==> config.mk <==
export PLATFORM = sky130hd
export DESIGN_NAME = csfl_top
export DESIGN_NICKNAME = d
export VERILOG_FILES = /design/src/csfl_pkg.sv /design/src/csfl_shadow.sv /design/src/csfl_top.sv
export SDC_FILE = /design/constraint.sdc
export NUM_CORES = 1
export LEC_CHECK = 0
export BUFFER_PORTS_ARGS = -buffer_cell sky130_fd_sc_hd__clkbuf_2
export CELL_PAD_IN_SITES_DETAIL_PLACEMENT = 1
export CELL_PAD_IN_SITES_GLOBAL_PLACEMENT = 1
export CORE_MARGIN = 2
export CORE_UTILIZATION = 42
export CTS_CLUSTER_DIAMETER = 50
export CTS_CLUSTER_SIZE = 8
export DETAILED_ROUTE_END_ITERATION = 8
export GPL_TIMING_DRIVEN = 1
export PLACE_DENSITY_LB_ADDON = 0.1
export REMOVE_ABC_BUFFERS = 1
export SETUP_SLACK_MARGIN = 0.1
export SLEW_MARGIN = 15
export SYNTH_ARGS = -nofsm -noshare
export SYNTH_HDL_FRONTEND = slang
export SYNTH_SLANG_ARGS = --single-unit
==> constraint.sdc <==
create_clock -name MCLK -period 4.27 [get_ports MCLK]
set_clock_uncertainty 0.15 [all_clocks]
set_input_delay 0.854 -clock MCLK [delete_from_list [all_inputs] [get_ports MCLK]]
set_output_delay 0.854 -clock MCLK [all_outputs]
set_load 0.02 [all_outputs]
==> src/csfl_pkg.sv <==
// csfl_pkg: constants shared by the condition-status flag logic
package csfl_pkg;
	localparam int          ADDR_W          = 5;
	// register byte offsets
	localparam logic [4:0]  OFS_STATUS      = 5'h00;
	localparam logic [4:0]  OFS_OP_CTRL     = 5'h04;
	localparam logic [4:0]  OFS_OPERANDS    = 5'h08;
	localparam logic [4:0]  OFS_RESULT      = 5'h0C;
	// status bit positions
	localparam int          FLG_CARRY       = 7;
	localparam int          FLG_ZERO        = 6;
	localparam int          FLG_SIGN        = 5;
	localparam int          FLG_OVFL        = 4;
	localparam int          FLG_DEC         = 3;
	localparam int          FLG_HALF        = 2;
	localparam int          FLG_FAST_IRQ    = 1;
	localparam int          FLG_BANK        = 0;
	localparam int          FLG_COND_LO     = 4;
	// op_ctrl field positions
	localparam int          OPC_OP_LO       = 0;
	localparam int          OPC_MODE_LO     = 5;
	localparam int          OPC_DST_FLAGS   = 8;
	// operands / result field positions
	localparam int          OPR_A_LO        = 0;
	localparam int          OPR_B_LO        = 8;
	localparam int          RES_ERR         = 8;
	localparam int          RES_MODE_LO     = 9;
	// reset values
	localparam logic [7:0]  RST_FLAGS       = 8'h00;
	localparam logic [7:0]  RST_SHADOW      = 8'h00;
	// operation codes
	localparam logic [4:0]  OP_NOP          = 5'h00;
	localparam logic [4:0]  OP_ADD          = 5'h01;
	localparam logic [4:0]  OP_ADC          = 5'h02;
	localparam logic [4:0]  OP_SUB          = 5'h03;
	localparam logic [4:0]  OP_SBC          = 5'h04;
	localparam logic [4:0]  OP_AND          = 5'h05;
	localparam logic [4:0]  OP_OR           = 5'h06;
	localparam logic [4:0]  OP_XOR          = 5'h07;
	localparam logic [4:0]  OP_RL           = 5'h08;
	localparam logic [4:0]  OP_RLC          = 5'h09;
	localparam logic [4:0]  OP_RR           = 5'h0A;
	localparam logic [4:0]  OP_RRC          = 5'h0B;
	localparam logic [4:0]  OP_SRA          = 5'h0C;
	localparam logic [4:0]  OP_SCF          = 5'h0D;
	localparam logic [4:0]  OP_RCF          = 5'h0E;
	localparam logic [4:0]  OP_CCF          = 5'h0F;
	localparam logic [4:0]  OP_SEL_BANK0    = 5'h10;
	localparam logic [4:0]  OP_SEL_BANK1    = 5'h11;
	localparam logic [4:0]  OP_FAST_IRQ     = 5'h12;
	localparam logic [4:0]  OP_IRQ_RETURN   = 5'h13;
	localparam logic [4:0]  OP_LOAD         = 5'h14;
	// operand addressing modes, code 7 is illegal
	localparam logic [2:0]  AM_REG          = 3'h0;
	localparam logic [2:0]  AM_IND_REG      = 3'h1;
	localparam logic [2:0]  AM_INDEXED      = 3'h2;
	localparam logic [2:0]  AM_DIRECT       = 3'h3;
	localparam logic [2:0]  AM_RELATIVE     = 3'h4;
	localparam logic [2:0]  AM_IMMEDIATE    = 3'h5;
	localparam logic [2:0]  AM_INDIRECT     = 3'h6;
	localparam logic [2:0]  AM_ILLEGAL      = 3'h7;
	// bus responses
	localparam logic [1:0]  RESP_OKAY       = 2'h0;
	localparam logic [1:0]  RESP_SLVERR     = 2'h2;
endpackage

==> src/csfl_shadow.sv <==
// csfl_shadow: saved copy of the status register for fast interrupts
`timescale 1ns/100ps
module csfl_shadow
	import csfl_pkg::*;
(
	// clock and control
	input  wire logic       clk,
	input  wire logic       rst_n,
	input  wire logic       ce,
	// save port
	input  wire logic       save,
	input  wire logic [7:0] save_data,
	// saved value
	output logic      [7:0] saved_q
);
	typedef struct packed {
		logic [7:0] saved;
	} csfl_shadow_t;

	csfl_shadow_t s_q;
	csfl_shadow_t s_d;

	always_comb begin
		s_d = s_q;
		if (save) begin
			s_d.saved = save_data;
		end
	end

	always_ff @(posedge clk) begin
		if (!rst_n) begin
			s_q <= '{saved: RST_SHADOW};
		end else if (ce) begin
			s_q <= s_d;
		end
	end

	assign saved_q = s_q.saved;
endmodule

==> src/csfl_top.sv <==
// csfl_top: condition-status register with its flag update logic on AXI4-Lite
//
// Register access over AXI4-Lite and the placing of the registers were chosen for this implementation.
`timescale 1ns/100ps
module csfl_top
	import csfl_pkg::*;
(
	// clock, reset, enable
	input  wire logic              MCLK,
	input  wire logic              RESET_N,
	input  wire logic              CLK_EN,
	// axi4-lite write address
	input  wire logic [ADDR_W-1:0] S_AXI_AWADDR,
	input  wire logic              S_AXI_AWVALID,
	output logic                   S_AXI_AWREADY,
	// axi4-lite write data
	input  wire logic [31:0]       S_AXI_WDATA,
	input  wire logic [3:0]        S_AXI_WSTRB,
	input  wire logic              S_AXI_WVALID,
	output logic                   S_AXI_WREADY,
	// axi4-lite write response
	output logic [1:0]             S_AXI_BRESP,
	output logic                   S_AXI_BVALID,
	input  wire logic              S_AXI_BREADY,
	// axi4-lite read address
	input  wire logic [ADDR_W-1:0] S_AXI_ARADDR,
	input  wire logic              S_AXI_ARVALID,
	output logic                   S_AXI_ARREADY,
	// axi4-lite read data
	output logic [31:0]            S_AXI_RDATA,
	output logic [1:0]             S_AXI_RRESP,
	output logic                   S_AXI_RVALID,
	input  wire logic              S_AXI_RREADY,
	// core status
	output logic [7:0]             STATUS_OUT,
	output logic                   FAST_IRQ_ACTIVE,
	output logic                   BANK_SEL
);
	typedef struct packed {
		logic [7:0]        flags;
		logic [7:0]        result;
		logic              err;
		logic [2:0]        mode;
		logic [7:0]        opa;
		logic [7:0]        opb;
		logic              aw_full;
		logic [ADDR_W-1:0] awaddr;
		logic              w_full;
		logic [31:0]       wdata;
		logic [3:0]        wstrb;
		logic              aw_rdy;
		logic              w_rdy;
		logic              bvalid;
		logic [1:0]        bresp;
		logic              ar_rdy;
		logic              rvalid;
		logic [31:0]       rdata;
		logic [1:0]        rresp;
	} csfl_state_t;

	localparam csfl_state_t ST_RESET = '{
		flags: RST_FLAGS, result: 8'h00, err: 1'b0, mode: AM_REG,
		opa: 8'h00, opb: 8'h00, aw_full: 1'b0, awaddr: '0, w_full: 1'b0,
		wdata: 32'h00000000, wstrb: 4'h0, aw_rdy: 1'b1, w_rdy: 1'b1,
		bvalid: 1'b0, bresp: RESP_OKAY, ar_rdy: 1'b1, rvalid: 1'b0,
		rdata: 32'h00000000, rresp: RESP_OKAY};

	csfl_state_t s_q;
	csfl_state_t s_d;

	logic [7:0] shadow_q;
	logic       shadow_save;
	logic       wr_go;
	logic       exec;
	logic [4:0] exec_op;
	logic [2:0] exec_mode;

	// returns {carry, half, overflow, result}; sub computes a - b - ci
	function automatic logic [10:0] addsub(input logic [7:0] a, input logic [7:0] b,
		input logic ci, input logic sub);
		logic [7:0] bb;
		logic       c0;
		logic [8:0] s9;
		logic [4:0] s5;
		logic       vv;
		bb = sub ? ~b : b;
		c0 = sub ? ~ci : ci;
		s9 = {1'b0, a} + {1'b0, bb} + {8'h00, c0};
		s5 = {1'b0, a[3:0]} + {1'b0, bb[3:0]} + {4'h0, c0};
		vv = (a[7] == bb[7]) && (s9[7] != a[7]);
		return {sub ? ~s9[8] : s9[8], sub ? ~s5[4] : s5[4], vv, s9[7:0]};
	endfunction

	function automatic logic mapped(input logic [ADDR_W-1:0] a);
		logic [4:0] w;
		w = {a[ADDR_W-1:2], 2'b00};
		return (w == OFS_STATUS) || (w == OFS_OP_CTRL) || (w == OFS_OPERANDS)
			|| (w == OFS_RESULT);
	endfunction

	assign wr_go     = s_q.aw_full && s_q.w_full && !s_q.bvalid;
	assign exec      = wr_go && ({s_q.awaddr[ADDR_W-1:2], 2'b00} == OFS_OP_CTRL)
		&& s_q.wstrb[0];
	assign exec_op   = s_q.wdata[OPC_OP_LO +: 5];
	assign exec_mode = s_q.wdata[OPC_MODE_LO +: 3];
	// the fast entry is blocked while a fast interrupt is already in progress
	assign shadow_save = exec && (exec_mode != AM_ILLEGAL) && (exec_op == OP_FAST_IRQ)
		&& !s_q.flags[FLG_FAST_IRQ];

	csfl_shadow u_shadow (
		.clk       (MCLK),
		.rst_n     (RESET_N),
		.ce        (CLK_EN),
		.save      (shadow_save),
		.save_data (s_q.flags),
		.saved_q   (shadow_q)
	);

	always_comb begin
		logic [10:0] as;
		logic [7:0]  f;
		logic [7:0]  r;
		logic        upd;
		logic        dst_flags;
		logic [4:0]  wa;
		as        = 11'h000;
		f         = s_q.flags;
		r         = s_q.result;
		upd       = 1'b0;
		dst_flags = 1'b0;
		wa        = {s_q.awaddr[ADDR_W-1:2], 2'b00};
		s_d       = s_q;
		// bus handshakes
		if (s_q.aw_rdy && S_AXI_AWVALID) begin
			s_d.aw_full = 1'b1;
			s_d.awaddr  = S_AXI_AWADDR;
		end
		if (s_q.w_rdy && S_AXI_WVALID) begin
			s_d.w_full = 1'b1;
			s_d.wdata  = S_AXI_WDATA;
			s_d.wstrb  = S_AXI_WSTRB;
		end
		if (s_q.bvalid && S_AXI_BREADY) begin
			s_d.bvalid = 1'b0;
		end
		if (wr_go) begin
			s_d.aw_full = 1'b0;
			s_d.w_full  = 1'b0;
			s_d.bvalid  = 1'b1;
			s_d.bresp   = mapped(s_q.awaddr) ? RESP_OKAY : RESP_SLVERR;
			if (wa == OFS_STATUS && s_q.wstrb[0]) begin
				f = s_q.wdata[7:0];
			end
			if (wa == OFS_OPERANDS) begin
				if (s_q.wstrb[0]) begin
					s_d.opa = s_q.wdata[OPR_A_LO +: 8];
				end
				if (s_q.wstrb[1]) begin
					s_d.opb = s_q.wdata[OPR_B_LO +: 8];
				end
			end
		end
		if (exec) begin
			dst_flags   = s_q.wstrb[1] && s_q.wdata[OPC_DST_FLAGS];
			s_d.mode    = exec_mode;
			s_d.err     = (exec_mode == AM_ILLEGAL);
			if (exec_mode == AM_ILLEGAL) begin
				s_d.bresp = RESP_SLVERR;
			end else begin
				upd = 1'b1;
				unique case (exec_op)
				OP_ADD, OP_ADC: begin
					as = addsub(s_q.opa, s_q.opb, exec_op == OP_ADC && f[FLG_CARRY], 1'b0);
					f[FLG_DEC] = 1'b0;
				end
				OP_SUB, OP_SBC: begin
					as = addsub(s_q.opa, s_q.opb, exec_op == OP_SBC && f[FLG_CARRY], 1'b1);
					f[FLG_DEC] = 1'b1;
				end
				OP_AND: as = {3'b000, s_q.opa & s_q.opb};
				OP_OR:  as = {3'b000, s_q.opa | s_q.opb};
				OP_XOR: as = {3'b000, s_q.opa ^ s_q.opb};
				OP_RL:  as = {s_q.opa[7], 2'b00, s_q.opa[6:0], s_q.opa[7]};
				OP_RLC: as = {s_q.opa[7], 2'b00, s_q.opa[6:0], f[FLG_CARRY]};
				OP_RR:  as = {s_q.opa[0], 2'b00, s_q.opa[0], s_q.opa[7:1]};
				OP_RRC: as = {s_q.opa[0], 2'b00, f[FLG_CARRY], s_q.opa[7:1]};
				OP_SRA: as = {s_q.opa[0], 2'b00, s_q.opa[7], s_q.opa[7:1]};
				default: upd = 1'b0;
				endcase
				if (upd) begin
					r = as[7:0];
					f[FLG_ZERO] = (as[7:0] == 8'h00);
					f[FLG_SIGN] = as[7];
					unique case (exec_op)
					OP_ADD, OP_ADC, OP_SUB, OP_SBC: begin
						f[FLG_CARRY] = as[10];
						f[FLG_HALF]  = as[9];
						f[FLG_OVFL]  = as[8];
					end
					OP_AND, OP_OR, OP_XOR: begin
						f[FLG_OVFL] = 1'b0;
					end
					default: begin
						// rotates and shifts: last bit out, sign change as overflow
						f[FLG_CARRY] = as[10];
						f[FLG_OVFL]  = as[7] ^ s_q.opa[7];
					end
					endcase
				end
				unique case (exec_op)
				OP_SCF:       f[FLG_CARRY] = 1'b1;
				OP_RCF:       f[FLG_CARRY] = 1'b0;
				OP_CCF:       f[FLG_CARRY] = ~f[FLG_CARRY];
				OP_SEL_BANK0: f[FLG_BANK] = 1'b0;
				OP_SEL_BANK1: f[FLG_BANK] = 1'b1;
				OP_FAST_IRQ:  f[FLG_FAST_IRQ] = 1'b1;
				OP_IRQ_RETURN: begin
					// a normal return restores from the stack outside this block
					if (s_q.flags[FLG_FAST_IRQ]) begin
						f = {shadow_q[7:2], 1'b0, shadow_q[0]};
					end
				end
				OP_LOAD: begin
					r = s_q.opa;
					// a load leaves the flags alone unless it targets them
					if (dst_flags) begin
						f = s_q.opa;
					end
				end
				// every other code keeps the status bits as the ALU update above left them
				default: f = f;
				endcase
				// on a collision the flag update is kept, the dst bit ignored
			end
		end
		s_d.flags  = f;
		s_d.result = r;
		// read channel
		if (s_q.rvalid && S_AXI_RREADY) begin
			s_d.rvalid = 1'b0;
		end
		if (s_q.ar_rdy && S_AXI_ARVALID) begin
			s_d.rvalid = 1'b1;
			s_d.rresp  = mapped(S_AXI_ARADDR) ? RESP_OKAY : RESP_SLVERR;
			unique case ({S_AXI_ARADDR[ADDR_W-1:2], 2'b00})
			OFS_STATUS:   s_d.rdata = {24'h000000, s_q.flags};
			OFS_OPERANDS: s_d.rdata = {16'h0000, s_q.opb, s_q.opa};
			OFS_RESULT:   s_d.rdata = {20'h00000, s_q.mode, s_q.err, s_q.result};
			default:      s_d.rdata = 32'h00000000;
			endcase
		end
		s_d.aw_rdy = !s_d.aw_full;
		s_d.w_rdy  = !s_d.w_full;
		s_d.ar_rdy = !s_d.rvalid;
	end

	always_ff @(posedge MCLK) begin
		if (!RESET_N) begin
			s_q <= ST_RESET;
		end else if (CLK_EN) begin
			s_q <= s_d;
		end
	end

	assign S_AXI_AWREADY   = s_q.aw_rdy;
	assign S_AXI_WREADY    = s_q.w_rdy;
	assign S_AXI_BRESP     = s_q.bresp;
	assign S_AXI_BVALID    = s_q.bvalid;
	assign S_AXI_ARREADY   = s_q.ar_rdy;
	assign S_AXI_RDATA     = s_q.rdata;
	assign S_AXI_RRESP     = s_q.rresp;
	assign S_AXI_RVALID    = s_q.rvalid;
	assign STATUS_OUT      = s_q.flags;
	assign FAST_IRQ_ACTIVE = s_q.flags[FLG_FAST_IRQ];
	assign BANK_SEL        = s_q.flags[FLG_BANK];

	logic go;
	assign go = exec && CLK_EN && (exec_mode != AM_ILLEGAL);
endmodule

# Word-level counts from Yosys, hierarchy flattened
# Cells that the tools add are included.
[op_classes]
n_addsub = 8
n_mul = 0
n_div = 0
order_cmp = 0
n_eq_ne = 32
shift = 0
mux = 39
n_bitwise = 10
n_reduce_logical = 48
[op_table]
columns = ["operator", "count"]
rows = [
  ["$pmux W11 S10", 1],
  ["$mux W8", 8],
  ["$pmux W16 S3", 1],
  ["$eq A5 B4 Y1 const B", 8],
  ["$mux W37", 1],
  ["$mux W35", 1],
  ["$eq A5 B5 Y1 const B", 5],
  ["$mux W11", 2],
  ["$eq A5 B3 Y1 const B", 4],
  ["$add A8 B8 Y9", 2],
  ["$add A9 B1 Y9", 2],
  ["$logic_and A1 B1 Y1", 18],
  ["$eq A3 B2 Y1 const B", 4],
  ["$mux W4", 3],
  ["$reduce_and A2 Y1", 6],
  ["$reduce_and A4 Y1", 3],
  ["$reduce_or A12 Y1", 1],
  ["$add A4 B4 Y5", 2],
  ["$add A5 B1 Y5", 2],
  ["$eq A5 B2 Y1 const B", 2],
  ["$mux W1", 10],
  ["$pmux W5 S2", 1],
  ["$and A8 B8 Y8", 1],
  ["$logic_not A8 Y1", 1],
  ["other kinds (25)", 48],
]
[totals]
register_bits = 128
latchBits = 0
ramBits = 0
rom_bits = 0
inputBits = 54
out_inout_bits = 51
word_cells = 157
mem_count = 0

# Longest topological paths before layout
[depth]
word_depth = 21
depth_mapped = 14
depth_no_buf = 14

# Hierarchy
# Synthesis repeated with hierarchy kept, for this count alone.
[unflattened]
cells_unflattened = 729
area_unflattened_um2 = 5883.1
[modules_own_cells]
columns = ["module", "instances", "cells_per_inst", "area_per_inst_um2", "seq_area_each_um2"]
rows = [
  ["csfl_top", 1, 691, 5524.0, 1661.6],
  ["csfl_shadow", 1, 38, 359.1, 160.2],
]

# Worst setup path after synthesis
# OpenSTA, ideal clock, no wires.
[synth_timing]
kind = "register to register"
from = "reg s_q (netlist bit S_AXI_BVALID)"
to = "reg s_q (netlist bit STATUS_OUT[6])"
arrival_ps = 3266
path_slack_ps = 753
stages_incl_launch_ff = 13
period_less_slack_ps = 3517
path_cell_list = "dfxtp_1 > and3b_1 > nand4b_2 > mux2i_2 > or4_1 > fa_1 > nor2b_1 > o21ai_0 > a31oi_1 > mux2i_1 > and3_1 > nand2_1 > o41ai_1"
[synth_via]
elab_chain_cells = 17
elab_cells_between_ends = 22
cone_classes = "2 x add/sub; 12 x mux; 1 x bitwise; 7 x reduce/logical"
[synth_lines]
columns = ["element", "line_no", "source"]
rows = [
  ["from (decl)", "csfl_top.sv:68", "csfl_state_t s_q;"],
  ["from (signal assigned)", "csfl_top.sv:259", "s_q <= ST_RESET;"],
  ["from (signal assigned)", "csfl_top.sv:261", "s_q <= s_d;"],
  ["$logic_not A1 Y1 *", "csfl_top.sv:101", "assign wr_go = s_q.aw_full && s_q.w_full && !s_q.bvalid;"],
  ["$logic_and A1 B1 Y1 *", "csfl_top.sv:101", ""],
  ["$mux W8", "csfl_top.sv:146", "if (wr_go) begin"],
  ["$logic_and A1 B1 Y1", "csfl_top.sv:177", "as = addsub(s_q.opa, s_q.opb, exec_op == OP_SBC && f[FLG_CARRY], 1'b1);"],
  ["$not A1 Y1", "csfl_top.sv:87", "c0 = sub ? ~ci : ci;"],
  ["$add A9 B1 Y9", "csfl_top.sv:88", "s9 = {1'b0, a} + {1'b0, bb} + {8'h00, c0};"],
  ["$pmux W11 S10", "csfl_top.sv:171", "unique case (exec_op)"],
  ["$mux W11", "csfl_top.sv:167", "if (exec_mode == AM_ILLEGAL) begin"],
  ["$mux W11", "csfl_top.sv:163", "if (exec) begin"],
  ["$logic_not A8 Y1", "csfl_top.sv:192", "f[FLG_ZERO] = (as[7:0] == 8'h00);"],
  ["$mux W4", "csfl_top.sv:190", "if (upd) begin"],
  ["$mux W4", "csfl_top.sv:167", ""],
  ["$mux W4", "csfl_top.sv:163", ""],
  ["$mux W8, on equally long branches", "csfl_top.sv:226, csfl_top.sv:219", ""],
  ["$pmux W5 S2", "csfl_top.sv:210", "unique case (exec_op)"],
  ["$mux W8", "csfl_top.sv:167", ""],
  ["$mux W8 *", "csfl_top.sv:163", ""],
]
# Mark *: on every way between the ends. The rest lies on a longest branch, timed or not. The select of a mux whose other input is x is not followed.
# A chain may end at the register's enable or synchronous reset.

# Worst setup path after layout
# Ends and elaborated chain as after synthesis.

==> out/metrics.yaml <==
pwr:
  leakagePower_uw: 0.002552
  p_sw_uw: 515.8
  switching_share_pct: 27.33
  max-vdd-ir-drop_mv: 0.2208
  clock_power_share_pct: 43.6
  seqPwrFrac_pct: 46.2
  internal_power_uw: 1372
  power_density_nw_per_um2: 297.2
  pwr-share-comb_pct: 10.1
critical_path:
  path_depth: 12
  path_delay_family: "simple AND/OR/NAND/NOR gates"
  critPathLaunchType: "flip-flop"
  cp_slowest_cell: "or4_1"
  path_class: "flip-flop to flip-flop"
  path_buf_inv: 0
  cp_max_fo: 5
  cp_data_required_time_ns: 4.37
  crit_path_end_kind: "flip-flop"
  worstPathCellList: "and3b_2, nand4b_2, mux2i_4, or4_1, fa_1, nor2b_1, o21ai_1, a31oi_1, mux2i_1, and3_2, nand2_1, o41ai_1"
  worstPathArrival_ns: 4.12
  reg2reg_depth: 12
  crit_path_max_incr_delay_ns: 0.53
final_layout:
  diodes: 0
  drive_above_1_share_pct: 15.96
  area_growth_pct: 9.373
  fin_nets: 834
  finish.instance_area_um2: 6351
clocking:
  cts_tree: "done"
  cts-root-buf: "clkbuf_16"
  path_clk_slew_ns: 0.07
  cts.sinks: 90
  cts_buffer_depth: 2
  cts_buffers: 9
  clk_latency_ns: 0.36
  htreeDepth: 3
die:
  start_util_pct: 43.50
  core-area_um2: 13350
  die_h_um: 121.6
  die_area_um2: 14780
  io_pins: 105
  fp.dieW_um: 121.6
  num_rows: 42
synthesis:
  synth_ff_type: "dfxtp_1"
  ys_seq_elements: 90
  synthMuxAreaShare_pct: 7.843
  synthAdderAreaFrac_pct: 6.335
  yosys.area.top_type: "dfxtp_1"
  synth_edf_count: 0
  syn_avg_cell_area_um2: 7.944
  synthMostInstantiatedCell: "dfxtp_1"
  netlist_instances: 731
  synthArstFlopShare_pct: 0
  synth_xor_xnor_area_share_pct: 0.6033
  yosys-top-cells-area: "dfxtp_1, mux2i_1, a21oi_1"
  netlist.area_leader.share_pct: 31.03
  synth_cell_types: 77
  yosysSeqAreaShare_pct: 31.03
  synthSimpleGateAreaFrac_pct: 19.97
  syn_area_um2: 5807
  synth_top_cells_by_count: "dfxtp_1, nand2_1, nor2_1, a21oi_1, buf_4"
  synth_compound_area_share_pct: 22.93
  yosys_warnings: 0
  synth_top_family_by_area: "compound AO/OA/AOI/OAI gates"
place:
  finalWeightedCongestion: 0.8925
  port_buffers: 65
  dp_hpwl_um: 13820
  placed_area_um2: 6012
drt:
  routedWlPerCell_um: 20.20
  wl_um: 18870
  drc: 0
  drt_iter0_markers: 479
  via_count: 5525
  dr.pass1.iters: 5
  ant_nets: 0
  vias_per_cell: 5.915
sta:
  tns_ns: 0
  finalCriticalPeriod_ns: 4.011
  finalCritPeriodShare_pct: 93.94
  slew_headroom_pct: 26.67
  rsz0062_at_grt: "false"
  setup_viol: 0
  worstMarginPinSlew_ns: 1.091
  slew_viol_final: 0
  hold_viol_final: 0
  fmax_mhz: 249.3
global_route:
  grt_pass1_wl_um: 29670
  antenna_found_initial: 0
  grt_pass1_vias: 5338
  grt_overflow: 0
  groute.usage.overall_pct: 26.12
  grt_max_degree: 42
flow_run:
  drv_cap: 0
worst_hold_path:
  holdCritPathClass: "flip-flop to flip-flop"
  worstHoldPathCells: 2
outcome:
  status: "complete, no violations"
## worst min-delay path: stages (launching register included)
cell     delay (ns)
dfxtp_1        0.31
nand2_1        0.05
a21oi_1        0.05
## stage by stage
stage / std cells / util [%] / power, uW / setup slack, ns / hold WS, ns
after floorplan: 659 / - / 999.9 / 0.5671 / 0.2810
after global placement: 917 / 45.04 / 1075 / 0.2757 / 0.2921
after detailed placement: 917 / 45.04 / 1079 / 0.2428 / 0.2980
after CTS: 933 / 47.30 / 1900 / 0.1875 / 0.3069
after global routing: 934 / 47.58 / 1959 / 0.1297 / 0.3313
final: 934 / 47.58 / 1887 / 0.2587 / 0.3060
## timing repair
action	in CTS	in global routing
hold buffers	0	0
gates resized for setup	0	8
buffers inserted	0	1
endpoints found under the hold margin	0	0
endpoints found under the setup margin	0	4
## flip-flops by register name, summed over array words and instances, names as in the netlist
| name | count |
|---|---|
| S_AXI_AWREADY | 1 |
| exec_mode | 3 |
| S_AXI_ARREADY | 1 |
| u_shadow.saved_q | 7 |
| S_AXI_RRESP | 1 |
| S_AXI_RDATA | 16 |
| s_q | 43 |
| S_AXI_BVALID | 1 |
| S_AXI_BRESP | 2 |
| S_AXI_RVALID | 1 |
| S_AXI_WREADY | 1 |
| exec_op | 5 |
| STATUS_OUT | 8 |
## path summary, 6_finish.rpt
| kind | start | to | slack, ns |
|---|---|---|---|
| worst min register to register | s_q[102] | s_q[102] | 0.31 |
| worst max register to register | S_AXI_BVALID | STATUS_OUT[6] | 0.26 |
| worst min-delay path | s_q[102] | s_q[102] | 0.31 |
| worst max-delay path | S_AXI_BVALID | STATUS_OUT[6] | 0.26 |
## logic make-up after synthesis
logic type	after synthesis
mux	45
xor+xnor	4
flops	90
compound gates	200
buf+inv	121
other cells	1
fa+ha+maj	27
simple gates	243
## placed cells by master, fill, tap and decap left out, types with 3 or more instances in the layout
master / count
dfxtp_1: 90
nand2_1: 87
nor2_1: 73
a21oi_1: 67
clkbuf_2: 65
mux2i_1: 42
inv_1: 30
o21ai_0: 23
ha_1: 23
buf_4: 18
conb_1: 17
a22oi_1: 16
nand3_1: 14
nor3_1: 14
a221oi_1: 10
nand4_1: 10
o21ai_1: 10
a211oi_1: 9
clkbuf_16: 9
a31oi_1: 7
nand2b_1: 6
o21bai_1: 6
nor2b_1: 5
o221ai_1: 5
and3_1: 4
a41oi_1: 4
a221o_1: 4
fa_1: 4
nor3b_1: 3
a211o_1: 3
a22o_1: 3
inv_2: 3
nand3b_1: 3
xnor2_1: 3
a2bb2oi_1: 3
a21boi_1: 3
## per-layer routing
layer / routed length (um) / GRT usage [%] / up-vias
met5: 0 / 0 / -
met4: 683 / 10.99 / 0
met3: 1053 / 4.260 / 38
met2: 8614 / 40.52 / 193
met1: 8519 / 36.05 / 2698
li1: - / - / 2596
## power groups by stage
stage | clock network [uW] | logic (uW) | registers (uW)
2_1_floorplan | 0 | 96.7 | 903
3_3_place_gp | 0 | 185 | 891
3_5_place_dp | 0 | 188 | 892
4_1_cts | 839 | 189 | 872
5_1_grt | 876 | 208 | 875
6_report | 823 | 191 | 873
## area by class of cell
type | instances | area, um^2
Clock buffer | 9 | 225.2
Clock inverter | 7 | 76.32
Fill cell | 1663 | 6997
Inverter | 33 | 123.9
Multi-Input combinational cell | 536 | 3443
Sequential cell | 90 | 1802
Tap cell | 176 | 220.2
Timing Repair Buffer | 83 | 460.4
Note: power is estimated with default switching activity, not from simulation.
